--- src/tmr_pkg.sv ---
package tmr_pkg;

  // register byte addresses
  localparam logic [31:0] ADDR_T0_PRESCALE_EDGE = 32'hFFFF_F206;
  localparam logic [31:0] ADDR_T0_PRESCALE_EXT  = 32'hFFFF_F207;
  localparam logic [31:0] ADDR_T0_OUT_CTRL      = 32'hFFFF_F20E;
  localparam logic [31:0] ADDR_T1_PRESCALE_EDGE = 32'hFFFF_F216;
  localparam logic [31:0] ADDR_T1_PRESCALE_EXT  = 32'hFFFF_F217;
  localparam logic [31:0] ADDR_T1_OUT_CTRL      = 32'hFFFF_F21E;

  // reset values
  localparam logic [7:0] PRESCALE_RESET = 8'h00;
  localparam logic [7:0] OUT_CTRL_RESET = 8'h00;

  // output control field positions
  localparam int OC_SOFT_TRIG   = 6;
  localparam int OC_SINGLE_MODE = 5;
  localparam int OC_SECOND_TOG  = 4;
  localparam int OC_FORCE_SET   = 3;
  localparam int OC_FORCE_CLEAR = 2;
  localparam int OC_FIRST_TOG   = 1;
  localparam int OC_OUT_EN      = 0;

  // prescale/edge field positions
  localparam int PE_PIN_B_EDGE_LO = 6;
  localparam int PE_PIN_A_EDGE_LO = 4;
  localparam int PE_CLK_SEL_LO    = 0;
  localparam int PX_CLK_SEL_HI    = 0;

  // valid edge codes
  localparam logic [1:0] EDGE_FALL = 2'h0;
  localparam logic [1:0] EDGE_RISE = 2'h1;
  localparam logic [1:0] EDGE_BOTH = 2'h3;

  // count clock source kinds
  typedef enum logic [2:0] {
    SRC_DIV, SRC_WATCH, SRC_PIN_EDGE, SRC_NONE
  } tmr_src_e;

  // prescaler width and divider exponents
  localparam int PRESCALE_BITS = 8;
  localparam int DIV_EXP_2   = 1;
  localparam int DIV_EXP_4   = 2;
  localparam int DIV_EXP_16  = 4;
  localparam int DIV_EXP_32  = 5;
  localparam int DIV_EXP_64  = 6;
  localparam int DIV_EXP_128 = 7;
  localparam int DIV_EXP_256 = 8;

  // signals from the counter core of one timer
  typedef struct packed {
    logic run;
    logic matchFirst;
    logic matchSecond;
  } tmr_core_in_s;

  // signals to the counter core of one timer
  typedef struct packed {
    logic countTick;
    logic edgeA;
    logic edgeB;
    logic singleStart;
  } tmr_core_out_s;

endpackage

--- src/tmr_edge_filter.sv ---
`timescale 1ns/1ps
module tmr_edge_filter (
  // clock and reset
  input  wire logic       clk,
  input  wire logic       rst,
  // pin and control
  input  wire logic       pinAsync,
  input  wire logic       sampleEn,
  input  wire logic       run,
  input  wire logic [1:0] edgeSel,
  // result
  output logic            edgeOut,
  output logic            levelOut
);

  logic sync1_q;
  logic sync2_q;
  logic sample_q;
  logic filt_q;
  logic accepted_q;
  logic everRun_q;
  logic edgeOut_q;
  logic rise;
  logic fall;
  logic hit;

  always_ff @(posedge clk or posedge rst) begin
    if (rst) begin
      sync1_q <= 1'b0;
      sync2_q <= 1'b0;
    end else begin
      sync1_q <= pinAsync;
      sync2_q <= sync1_q;
    end
  end

  // a new level is taken only after two equal samples
  always_ff @(posedge clk or posedge rst) begin
    if (rst) begin
      sample_q <= 1'b0;
      filt_q   <= 1'b0;
    end else if (sampleEn) begin
      sample_q <= sync2_q;
      if (sync2_q == sample_q) begin
        filt_q <= sync2_q;
      end
    end
  end

  always_ff @(posedge clk or posedge rst) begin
    if (rst) begin
      everRun_q <= 1'b0;
    end else if (run) begin
      everRun_q <= 1'b1;
    end
  end

  // accepted level starts low, so a pin high since reset shows as rising once enabled
  always_ff @(posedge clk or posedge rst) begin
    if (rst) begin
      accepted_q <= 1'b0;
    end else if (run || everRun_q) begin
      accepted_q <= filt_q;
    end
  end

  assign rise = filt_q & ~accepted_q;
  assign fall = ~filt_q & accepted_q;

  always_comb begin
    case (edgeSel)
      tmr_pkg::EDGE_FALL: hit = fall;
      tmr_pkg::EDGE_RISE: hit = rise;
      tmr_pkg::EDGE_BOTH: hit = rise | fall;
      default:            hit = 1'b0;
    endcase
  end

  always_ff @(posedge clk or posedge rst) begin
    if (rst) begin
      edgeOut_q <= 1'b0;
    end else begin
      edgeOut_q <= run & hit;
    end
  end

  assign edgeOut  = edgeOut_q;
  assign levelOut = filt_q;

endmodule // tmr_edge_filter

--- src/tmr_out_ff.sv ---
`timescale 1ns/1ps
module tmr_out_ff (
  // clock and reset
  input  wire logic clk,
  input  wire logic rst,
  // events
  input  wire logic forceSet,
  input  wire logic forceClear,
  input  wire logic toggleFirst,
  input  wire logic toggleSecond,
  input  wire logic outEn,
  // result
  output logic      ffState,
  output logic      pinOut
);

  logic ff_q;
  logic ff_d;
  logic pin_q;

  always_comb begin
    ff_d = ff_q;
    if (forceSet && !forceClear) begin
      ff_d = 1'b1;
    end else if (forceClear && !forceSet) begin
      ff_d = 1'b0;
    end else if (!forceSet && !forceClear) begin
      ff_d = ff_q ^ toggleFirst ^ toggleSecond;
    end
  end

  always_ff @(posedge clk or posedge rst) begin
    if (rst) begin
      ff_q <= 1'b0;
    end else begin
      ff_q <= ff_d;
    end
  end

  always_ff @(posedge clk or posedge rst) begin
    if (rst) begin
      pin_q <= 1'b0;
    end else begin
      pin_q <= outEn ? ff_d : 1'b0;
    end
  end

  assign ffState = ff_q;
  assign pinOut  = pin_q;

endmodule // tmr_out_ff

--- src/tmr_output_prescale_ctrl.sv ---
// Operation
// - output control: bit6 soft trigger, 5 single mode, 4/1 toggles, 3 set, 2 clear, 0 enable.
// - single mode bit 0 gives successive pulses, 1 gives one pulse per trigger.
// - second toggle enable inverts output flip-flop on second compare match.
// - first toggle enable inverts output flip-flop on first compare match.
// - set/clear pair forces flip-flop; software never writes both as one.
// - output enable low holds pin at 0, high lets it follow flip-flop.
// - single pulse works with free-running counter and with pin-A clear-and-start.
// - force set and clear act at write only and read back zero.
// - soft trigger clears itself and always reads zero.
// - reset clears all prescale registers of both timers.
// - edge field: 00 falling, 01 rising, 11 both, 10 prohibited; B at 7:6, A at 5:4.
// - timer 0 clock select: /2, /16, watch tick, pin A, /4, /64, /256.
// - timer 1 clock select: /2, /4, /16, pin A, /32, /128, /256.
// - select high bit is extension register bit 0, low bits are 1:0.
// - pin high after reset gives immediate rising edge; re-enable after stop does not.
// - pins sampled at count clock (at half rate when pin A is the count clock), two equal samples needed before accepting level.
`timescale 1ns/1ps
module tmr_output_prescale_ctrl (
  // clock and reset
  input  wire logic                         clk,
  input  wire logic                         rst,
  // byte register port
  input  wire logic [31:0]                  regAddr,
  input  wire logic                         regWrEn,
  input  wire logic [7:0]                   regWrData,
  input  wire logic                         regRdEn,
  output logic      [7:0]                   regRdData,
  // counter core side
  input  wire tmr_pkg::tmr_core_in_s  [1:0] coreIn,
  output tmr_pkg::tmr_core_out_s      [1:0] coreOut,
  input  wire logic                         watchTick,
  // timer pins
  input  wire logic [1:0]                   pinA,
  input  wire logic [1:0]                   pinB,
  output logic      [1:0]                   timerPinOut
);

  localparam int NT = 2;

  // tick of a power-of-two divider taken from the shared prescaler
  function automatic logic divTick(input logic [tmr_pkg::PRESCALE_BITS-1:0] cnt, input int exp);
    logic [tmr_pkg::PRESCALE_BITS-1:0] mask;
    mask = '0;
    for (int i = 0; i < tmr_pkg::PRESCALE_BITS; i++) begin
      if (i < exp) begin
        mask[i] = 1'b1;
      end
    end
    return (cnt & mask) == mask;
  endfunction

  // count source kind for a three-bit select
  function automatic tmr_pkg::tmr_src_e srcKind(input logic timer1, input logic [2:0] sel);
    tmr_pkg::tmr_src_e k;
    k = tmr_pkg::SRC_DIV;
    case (sel)
      3'h2:    k = timer1 ? tmr_pkg::SRC_DIV : tmr_pkg::SRC_WATCH;
      3'h3:    k = tmr_pkg::SRC_PIN_EDGE;
      3'h7:    k = tmr_pkg::SRC_NONE;
      default: k = tmr_pkg::SRC_DIV;
    endcase
    return k;
  endfunction

  // divider exponent for a three-bit select
  function automatic int divExp(input logic timer1, input logic [2:0] sel);
    int e;
    e = tmr_pkg::DIV_EXP_2;
    if (!timer1) begin
      case (sel)
        3'h0:    e = tmr_pkg::DIV_EXP_2;
        3'h1:    e = tmr_pkg::DIV_EXP_16;
        3'h4:    e = tmr_pkg::DIV_EXP_4;
        3'h5:    e = tmr_pkg::DIV_EXP_64;
        3'h6:    e = tmr_pkg::DIV_EXP_256;
        default: e = tmr_pkg::DIV_EXP_2;
      endcase
    end else begin
      case (sel)
        3'h0:    e = tmr_pkg::DIV_EXP_2;
        3'h1:    e = tmr_pkg::DIV_EXP_4;
        3'h2:    e = tmr_pkg::DIV_EXP_16;
        3'h4:    e = tmr_pkg::DIV_EXP_32;
        3'h5:    e = tmr_pkg::DIV_EXP_128;
        3'h6:    e = tmr_pkg::DIV_EXP_256;
        default: e = tmr_pkg::DIV_EXP_2;
      endcase
    end
    return e;
  endfunction

  // registers
  logic [NT-1:0][7:0] prescaleEdge_q;
  logic [NT-1:0]      clkSelHi_q;
  logic [NT-1:0][7:0] outCtrl_q;
  logic [NT-1:0]      softTrig;
  logic [NT-1:0]      forceSet;
  logic [NT-1:0]      forceClear;
  logic [NT-1:0]      wrPrescaleEdge;
  logic [NT-1:0]      wrPrescaleExt;
  logic [NT-1:0]      wrOutCtrl;
  logic [7:0]         rdData_q;
  logic [7:0]         rdData_d;

  // shared prescaler
  logic [tmr_pkg::PRESCALE_BITS-1:0] prescale_q;
  logic                              halfRateTick;

  // per-timer state
  logic [NT-1:0] armed_q;
  logic [NT-1:0] countTick;
  logic [NT-1:0] sampleEn;
  logic [NT-1:0] edgeA;
  logic [NT-1:0] edgeB;
  logic [NT-1:0] trigger;
  logic [NT-1:0] allowToggle;
  logic [NT-1:0] singleStart_q;

  // address decode
  always_comb begin
    wrPrescaleEdge = '0;
    wrPrescaleExt  = '0;
    wrOutCtrl      = '0;
    if (regWrEn) begin
      if (regAddr == tmr_pkg::ADDR_T0_PRESCALE_EDGE) begin
        wrPrescaleEdge[0] = 1'b1;
      end else if (regAddr == tmr_pkg::ADDR_T0_PRESCALE_EXT) begin
        wrPrescaleExt[0] = 1'b1;
      end else if (regAddr == tmr_pkg::ADDR_T0_OUT_CTRL) begin
        wrOutCtrl[0] = 1'b1;
      end else if (regAddr == tmr_pkg::ADDR_T1_PRESCALE_EDGE) begin
        wrPrescaleEdge[1] = 1'b1;
      end else if (regAddr == tmr_pkg::ADDR_T1_PRESCALE_EXT) begin
        wrPrescaleExt[1] = 1'b1;
      end else if (regAddr == tmr_pkg::ADDR_T1_OUT_CTRL) begin
        wrOutCtrl[1] = 1'b1;
      end
    end
  end

  // prescale registers, whole-byte writes; bits 3:2 stay zero
  always_ff @(posedge clk or posedge rst) begin
    if (rst) begin
      prescaleEdge_q <= {NT{tmr_pkg::PRESCALE_RESET}};
    end else begin
      for (int t = 0; t < NT; t++) begin
        if (wrPrescaleEdge[t]) begin
          prescaleEdge_q[t] <= regWrData & 8'hF3;
        end
      end
    end
  end

  always_ff @(posedge clk or posedge rst) begin
    if (rst) begin
      clkSelHi_q <= '0;
    end else begin
      for (int t = 0; t < NT; t++) begin
        if (wrPrescaleExt[t]) begin
          clkSelHi_q[t] <= regWrData[tmr_pkg::PX_CLK_SEL_HI];
        end
      end
    end
  end

  // output control: only the level bits are stored, the action bits are write pulses
  always_ff @(posedge clk or posedge rst) begin
    if (rst) begin
      outCtrl_q <= {NT{tmr_pkg::OUT_CTRL_RESET}};
    end else begin
      for (int t = 0; t < NT; t++) begin
        if (wrOutCtrl[t]) begin
          outCtrl_q[t] <= 8'h00;
          outCtrl_q[t][tmr_pkg::OC_SINGLE_MODE] <= regWrData[tmr_pkg::OC_SINGLE_MODE];
          outCtrl_q[t][tmr_pkg::OC_SECOND_TOG]  <= regWrData[tmr_pkg::OC_SECOND_TOG];
          outCtrl_q[t][tmr_pkg::OC_FIRST_TOG]   <= regWrData[tmr_pkg::OC_FIRST_TOG];
          outCtrl_q[t][tmr_pkg::OC_OUT_EN]      <= regWrData[tmr_pkg::OC_OUT_EN];
        end
      end
    end
  end

  always_comb begin
    for (int t = 0; t < NT; t++) begin
      softTrig[t]   = wrOutCtrl[t] & regWrData[tmr_pkg::OC_SOFT_TRIG];
      forceSet[t]   = wrOutCtrl[t] & regWrData[tmr_pkg::OC_FORCE_SET];
      forceClear[t] = wrOutCtrl[t] & regWrData[tmr_pkg::OC_FORCE_CLEAR];
    end
  end

  // read mux, answered on the edge after the read strobe
  always_comb begin
    rdData_d = 8'h00;
    if (regAddr == tmr_pkg::ADDR_T0_PRESCALE_EDGE) begin
      rdData_d = prescaleEdge_q[0];
    end else if (regAddr == tmr_pkg::ADDR_T0_PRESCALE_EXT) begin
      rdData_d = {7'h00, clkSelHi_q[0]};
    end else if (regAddr == tmr_pkg::ADDR_T0_OUT_CTRL) begin
      rdData_d = outCtrl_q[0];
    end else if (regAddr == tmr_pkg::ADDR_T1_PRESCALE_EDGE) begin
      rdData_d = prescaleEdge_q[1];
    end else if (regAddr == tmr_pkg::ADDR_T1_PRESCALE_EXT) begin
      rdData_d = {7'h00, clkSelHi_q[1]};
    end else if (regAddr == tmr_pkg::ADDR_T1_OUT_CTRL) begin
      rdData_d = outCtrl_q[1];
    end
  end

  always_ff @(posedge clk or posedge rst) begin
    if (rst) begin
      rdData_q <= 8'h00;
    end else if (regRdEn) begin
      rdData_q <= rdData_d;
    end
  end

  assign regRdData = rdData_q;

  // free-running prescaler shared by both timers
  always_ff @(posedge clk or posedge rst) begin
    if (rst) begin
      prescale_q <= '0;
    end else begin
      prescale_q <= prescale_q + 1'b1;
    end
  end

  assign halfRateTick = divTick(prescale_q, tmr_pkg::DIV_EXP_2);

  // count clock selection and pin sampling rate
  always_comb begin
    for (int t = 0; t < NT; t++) begin
      logic [2:0]        sel;
      tmr_pkg::tmr_src_e kind;
      sel  = {clkSelHi_q[t], prescaleEdge_q[t][tmr_pkg::PE_CLK_SEL_LO +: 2]};
      kind = srcKind(t == 1, sel);
      countTick[t] = 1'b0;
      sampleEn[t]  = 1'b0;
      case (kind)
        tmr_pkg::SRC_DIV: begin
          countTick[t] = divTick(prescale_q, divExp(t == 1, sel));
          sampleEn[t]  = countTick[t];
        end
        tmr_pkg::SRC_WATCH: begin
          countTick[t] = watchTick;
          sampleEn[t]  = watchTick;
        end
        tmr_pkg::SRC_PIN_EDGE: begin
          // the pin cannot sample itself, so it is sampled at the half rate
          countTick[t] = edgeA[t];
          sampleEn[t]  = halfRateTick;
        end
        default: begin
          countTick[t] = 1'b0;
          sampleEn[t]  = 1'b0;
        end
      endcase
    end
  end

  // per-timer edge filters and output flip-flops
  for (genvar g = 0; g < NT; g++) begin : g_timer
    tmr_edge_filter u_edge_a (
      .clk      (clk),
      .rst      (rst),
      .pinAsync (pinA[g]),
      .sampleEn (sampleEn[g]),
      .run      (coreIn[g].run),
      .edgeSel  (prescaleEdge_q[g][tmr_pkg::PE_PIN_A_EDGE_LO +: 2]),
      .edgeOut  (edgeA[g]),
      .levelOut ()
    );

    tmr_edge_filter u_edge_b (
      .clk      (clk),
      .rst      (rst),
      .pinAsync (pinB[g]),
      .sampleEn (sampleEn[g]),
      .run      (coreIn[g].run),
      .edgeSel  (prescaleEdge_q[g][tmr_pkg::PE_PIN_B_EDGE_LO +: 2]),
      .edgeOut  (edgeB[g]),
      .levelOut ()
    );

    tmr_out_ff u_out (
      .clk          (clk),
      .rst          (rst),
      .forceSet     (forceSet[g]),
      .forceClear   (forceClear[g]),
      .toggleFirst  (coreIn[g].matchFirst & outCtrl_q[g][tmr_pkg::OC_FIRST_TOG] & allowToggle[g]),
      .toggleSecond (coreIn[g].matchSecond & outCtrl_q[g][tmr_pkg::OC_SECOND_TOG] & allowToggle[g]),
      .outEn        (wrOutCtrl[g] ? regWrData[tmr_pkg::OC_OUT_EN] : outCtrl_q[g][tmr_pkg::OC_OUT_EN]),
      .ffState      (),
      .pinOut       (timerPinOut[g])
    );
  end

  // single pulse: a trigger arms the timer, the first-compare match ends the pulse
  always_comb begin
    for (int t = 0; t < NT; t++) begin
      // a soft trigger counts when its own write also selects single mode
      trigger[t]     = (softTrig[t] & regWrData[tmr_pkg::OC_SINGLE_MODE])
                     | (outCtrl_q[t][tmr_pkg::OC_SINGLE_MODE] & edgeA[t]);
      allowToggle[t] = ~outCtrl_q[t][tmr_pkg::OC_SINGLE_MODE] | armed_q[t];
    end
  end

  always_ff @(posedge clk or posedge rst) begin
    if (rst) begin
      armed_q <= '0;
    end else begin
      for (int t = 0; t < NT; t++) begin
        if (trigger[t]) begin
          armed_q[t] <= 1'b1;
        end else if (armed_q[t] && coreIn[t].matchFirst) begin
          armed_q[t] <= 1'b0;
        end
      end
    end
  end

  always_ff @(posedge clk or posedge rst) begin
    if (rst) begin
      singleStart_q <= '0;
    end else begin
      singleStart_q <= trigger;
    end
  end

  always_comb begin
    for (int t = 0; t < NT; t++) begin
      coreOut[t].countTick   = countTick[t];
      coreOut[t].edgeA       = edgeA[t];
      coreOut[t].edgeB       = edgeB[t];
      coreOut[t].singleStart = singleStart_q[t];
    end
  end

endmodule // tmr_output_prescale_ctrl

--- config.mk ---
export PLATFORM = sky130hd
export DESIGN_NAME = tmr_output_prescale_ctrl
export DESIGN_NICKNAME = d
export VERILOG_FILES = /design/src/tmr_pkg.sv /design/src/tmr_edge_filter.sv /design/src/tmr_out_ff.sv /design/src/tmr_output_prescale_ctrl.sv
export SDC_FILE = /design/constraint.sdc
export NUM_CORES = 1
export LEC_CHECK = 0
export ABC_CLOCK_PERIOD_IN_PS = 1900
export BUFFER_PORTS_ARGS = -buffer_cell sky130_fd_sc_hd__buf_2
export CORE_MARGIN = 3
export CORE_UTILIZATION = 51
export CTS_BUF_LIST = sky130_fd_sc_hd__clkbuf_4 sky130_fd_sc_hd__clkbuf_8
export CTS_CLUSTER_SIZE = 25
export DETAILED_ROUTE_END_ITERATION = 16
export PLACE_DENSITY = 0.88
export SETUP_SLACK_MARGIN = 0.4
export SLEW_MARGIN = 20
export SYNTH_ARGS = -nofsm -noshare
export SYNTH_HDL_FRONTEND = slang
export SYNTH_SLANG_ARGS = --single-unit
--- constraint.sdc ---
create_clock -name clk -period 1.9 [get_ports clk]
set_input_delay 0.19 -clock clk [delete_from_list [all_inputs] [get_ports clk]]
set_output_delay 0.19 -clock clk [all_outputs]
set_load 0.005 [all_outputs]
==> impl_metrics.yaml <==
floorplan:
  rows: 29
  initial_core_util_pct: 54.04
  io_pins: 73
  die-area_sq_um: 7913
  die_h_um: 88.96
  die_w_um: 88.96
  core_sq_um: 6495
critical_path:
  cp-start-kind: "input port"
  cp_max_fo: 3
  required_ns: 2.14
  r2r-start: "prescale_q[3]"
  path_delay_family: "simple AND/OR/NAND/NOR gates"
  end_kind: "register"
  crit_slowest_cell: "or4_4"
  worstReg2RegEnd: "g_timer[1].u_edge_b.sample_q"
  critical_path_arrival_ns: 2.14
  r2r_cells: 6
  path_buf_inv: 2
  cp_cell_sequence: "buf_6, or4b_1, or4_4, nor4_4, buf_4, mux2_2"
  r2r_setup_slack_ns: 0.17
  critPathLaunch: "regAddr[10]"
  critPathMaxStageDelay_ns: 0.56
  critPathKind: "in -> reg"
final_layout:
  fill_cells: 422
  layout.nets: 493
  instances_no_fill: 510
  drive_gt1_share_pct: 44.57
  multi_input_area_sq_um: 1843
  syn2layout_area_growth_pct: 34.51
  seq_area_sq_um: 1755
  final_common_cell: "dfrtp_1"
  final_cell_mix: "dfrtp_1 (67), buf_2 (66), nand2_1 (23), buf_4 (23), mux2_2 (22)"
  n_antenna_cell: 0
synthesis:
  synth-seq-cells: 70
  avgSynthCellArea_sq_um: 10.93
  ys_types: 51
  synth_ff_type: "dfrtp_1"
  synth_edf_count: 0
  synth.yosys.seq_area_share_pct: 49.91
  syn_inst: 321
  ys_async_sr_fraction_pct: 100.0
  synth_area_sq_um: 3510
  yosys_warnings: 0
sta:
  layout_setup_ws_ns: -0.001796
  worst-slew-pin-transition_ns: 0.6435
  setup-tns-final_ns: -0.001796
  fin_crit_sh_pct: 100.1
  slew_headroom_pct: 57.01
  setup_viol: 1
  rsz0062_at_grt: "yes"
  fin_worst_skew_ns: 0.008025
  hold_ws_ns: 0.07139
  hold_viol: 0
  fmax_mhz: 525.8
  slew_violations: 0
  min_period_ns: 1.902
clocking:
  max-clock-path-buffers: 2
  clkLatencyLatePin_ns: 0.35
  clk_pin_slew_ns: 0.07
  cts_sinks: 70
  cts_buffers: 9
  htreeDepth: 3
  cts-root-buf: "clkbuf_8"
  cts_tree: "done"
power:
  p_per_area_nw_per_um2: 638.2
  ir_drop_v: 0.0004601
  p_leak_nw: 2.203
global_route:
  grt_first_pass_wirelength_mm: 14.50
  antenna_found_initial: 0
  grt_pass1_vias: 3060
  grt_max_degree: 30
  track_usage_pct: 24.40
  grt_overflow_total: 0
placement:
  place_hpwl_mm: 6.266
  dp_slack_ns: -0.4897
  numPortBuffers: 70
  dp.cells: 469
  gp_congestion: 0.8645
routing:
  vias_per_cell: 6.041
  ant_nets: 0
  drc_errors: 0
  drtIter0Drc: 140
  routed_wl_mm: 9.728
  via_count: 3081
  post_drt_wl_per_cell_um: 19.07
  drtPass1Iterations: 6
min_path:
  min_from: "regWrData[2]"
  hold_end: "g_timer[1].u_out.ffState"
  whs_path_depth: 2
  hold_path_class: "in -> reg"
run_status:
  violations: "setup timing"
  status: "finished with violations"
flow_run:
  drv_cap: 0
how the worst max path moves through the flow:
stage / endpoint / slack (ns) / depth (start not counted)
floorplan: outCtrl_q[12] / -0.37 / 5
global placement: regRdData[1] / -0.44 / 7
detailed placement: regRdData[1] / -0.49 / 7
CTS: g_timer[1].u_out.ffState / 0.01 / 7
global route: outCtrl_q[12] / -0.04 / 6
finish: outCtrl_q[9] / -0.002 / 6
sequential cells by signal, indices dropped and copies added, names as in the netlist, 6 cells and up:
signal,flops
prescale_q,8
regRdData,6
outCtrl_q,8
prescaleEdge_q,12
metal layers:
layer	vias to the layer above	track usage (%)	share of wire, %
li1	1376	-	-
met1	1503	27.85	38
met2	173	43.32	50
met3	29	6.267	9.0
met4	0	10.42	2.5
met5	-	0	0
power breakdown:
group	internal, mW	switching, mW	total (mW)
Clock	0.634	0.568	1.20
Combinational	0.115	0.150	0.264
Sequential	1.52	0.0258	1.55
Total	2.27	0.744	3.01
cell families (layout without fill, tap and decap cells):
kind of cell             after synthesis  after routing  share of synthesized area [%]
AO/OA/AOI/OAI                         58             58                          11.48
XOR/XNOR                               8              8                          1.997
adder cells (fa/ha/maj)                9              9                          3.209
buffers and inverters                 36            147                          4.741
flip-flops                            70             70                          49.91
multiplexers                          41             41                          12.87
other                                  1              2                         0.1068
AND/OR/NAND/NOR                       98             98                          15.69
cells in the mapped netlist, types with 2 or more instances:
cell type  count  share of area (%)
or4_1          2               0.43
clkbuf_1       4               0.43
o22ai_1        2               0.36
inv_1         22                2.4
and2_1         4               0.71
a41o_1         2               0.57
ha_1           9                3.2
buf_4          8                1.7
nor2b_1        8                1.4
mux2_2        33                 11
nand3_1       10                1.4
or4b_1         2               0.57
nand2b_1       4               0.71
mux2i_1        8                2.3
nor4_1         7                1.2
xor2_1         2               0.50
nand2_1       26                2.8
o21ai_0       14                2.0
nand4_1       14                2.5
dfrtp_1       70                 50
or2_2          3               0.53
a31oi_1        3               0.53
o211ai_1      12                2.6
a22o_1         3               0.75
nor3_1         3               0.43
a22oi_1        3               0.64
a21oi_1        6               0.86
xnor2_1        6                1.5
nor2_1         8               0.86
and3_1         2               0.36
worst reg2reg max path: stages, from the launching register on:
cell	delay (ns)
dfrtp_1	0.44
nand2_2	0.14
a211oi_4	0.08
o221a_4	0.29
buf_6	0.12
or2_4	0.25
mux2_4	0.31
final cells by class:
cell class                      count  area share [%]
Sequential cell                    70           37.19
Clock inverter                      5           1.272
Timing Repair Buffer              110           15.72
Inverter                           22           1.829
Tap cell                           77           2.041
Multi-Input combinational cell    216           39.04
Clock buffer                       10           2.915
what timing repair did:
item                                    in CTS  in global routing
hold buffers                                 5                  0
gates resized for setup                     31                 32
endpoints found under the hold margin       30                  0
setup buffers                               19                  2
endpoints found under the setup margin      35                 42
pin swaps                                   16                  9
metrics by stage:
| step | power (mW) | area, sq um | util [%] |
|---|---|---|---|
| floorplan | 1.684 | 3576 | - |
| global placement | 1.792 | 4056 | 62.45 |
| detailed placement | 1.809 | 4056 | 62.45 |
| CTS | 3.016 | 4577 | 70.47 |
| global route | 3.116 | 4721 | 72.68 |
| finish | 3.013 | 4721 | 72.68 |
Note: power is estimated with default switching activity, not from simulation.
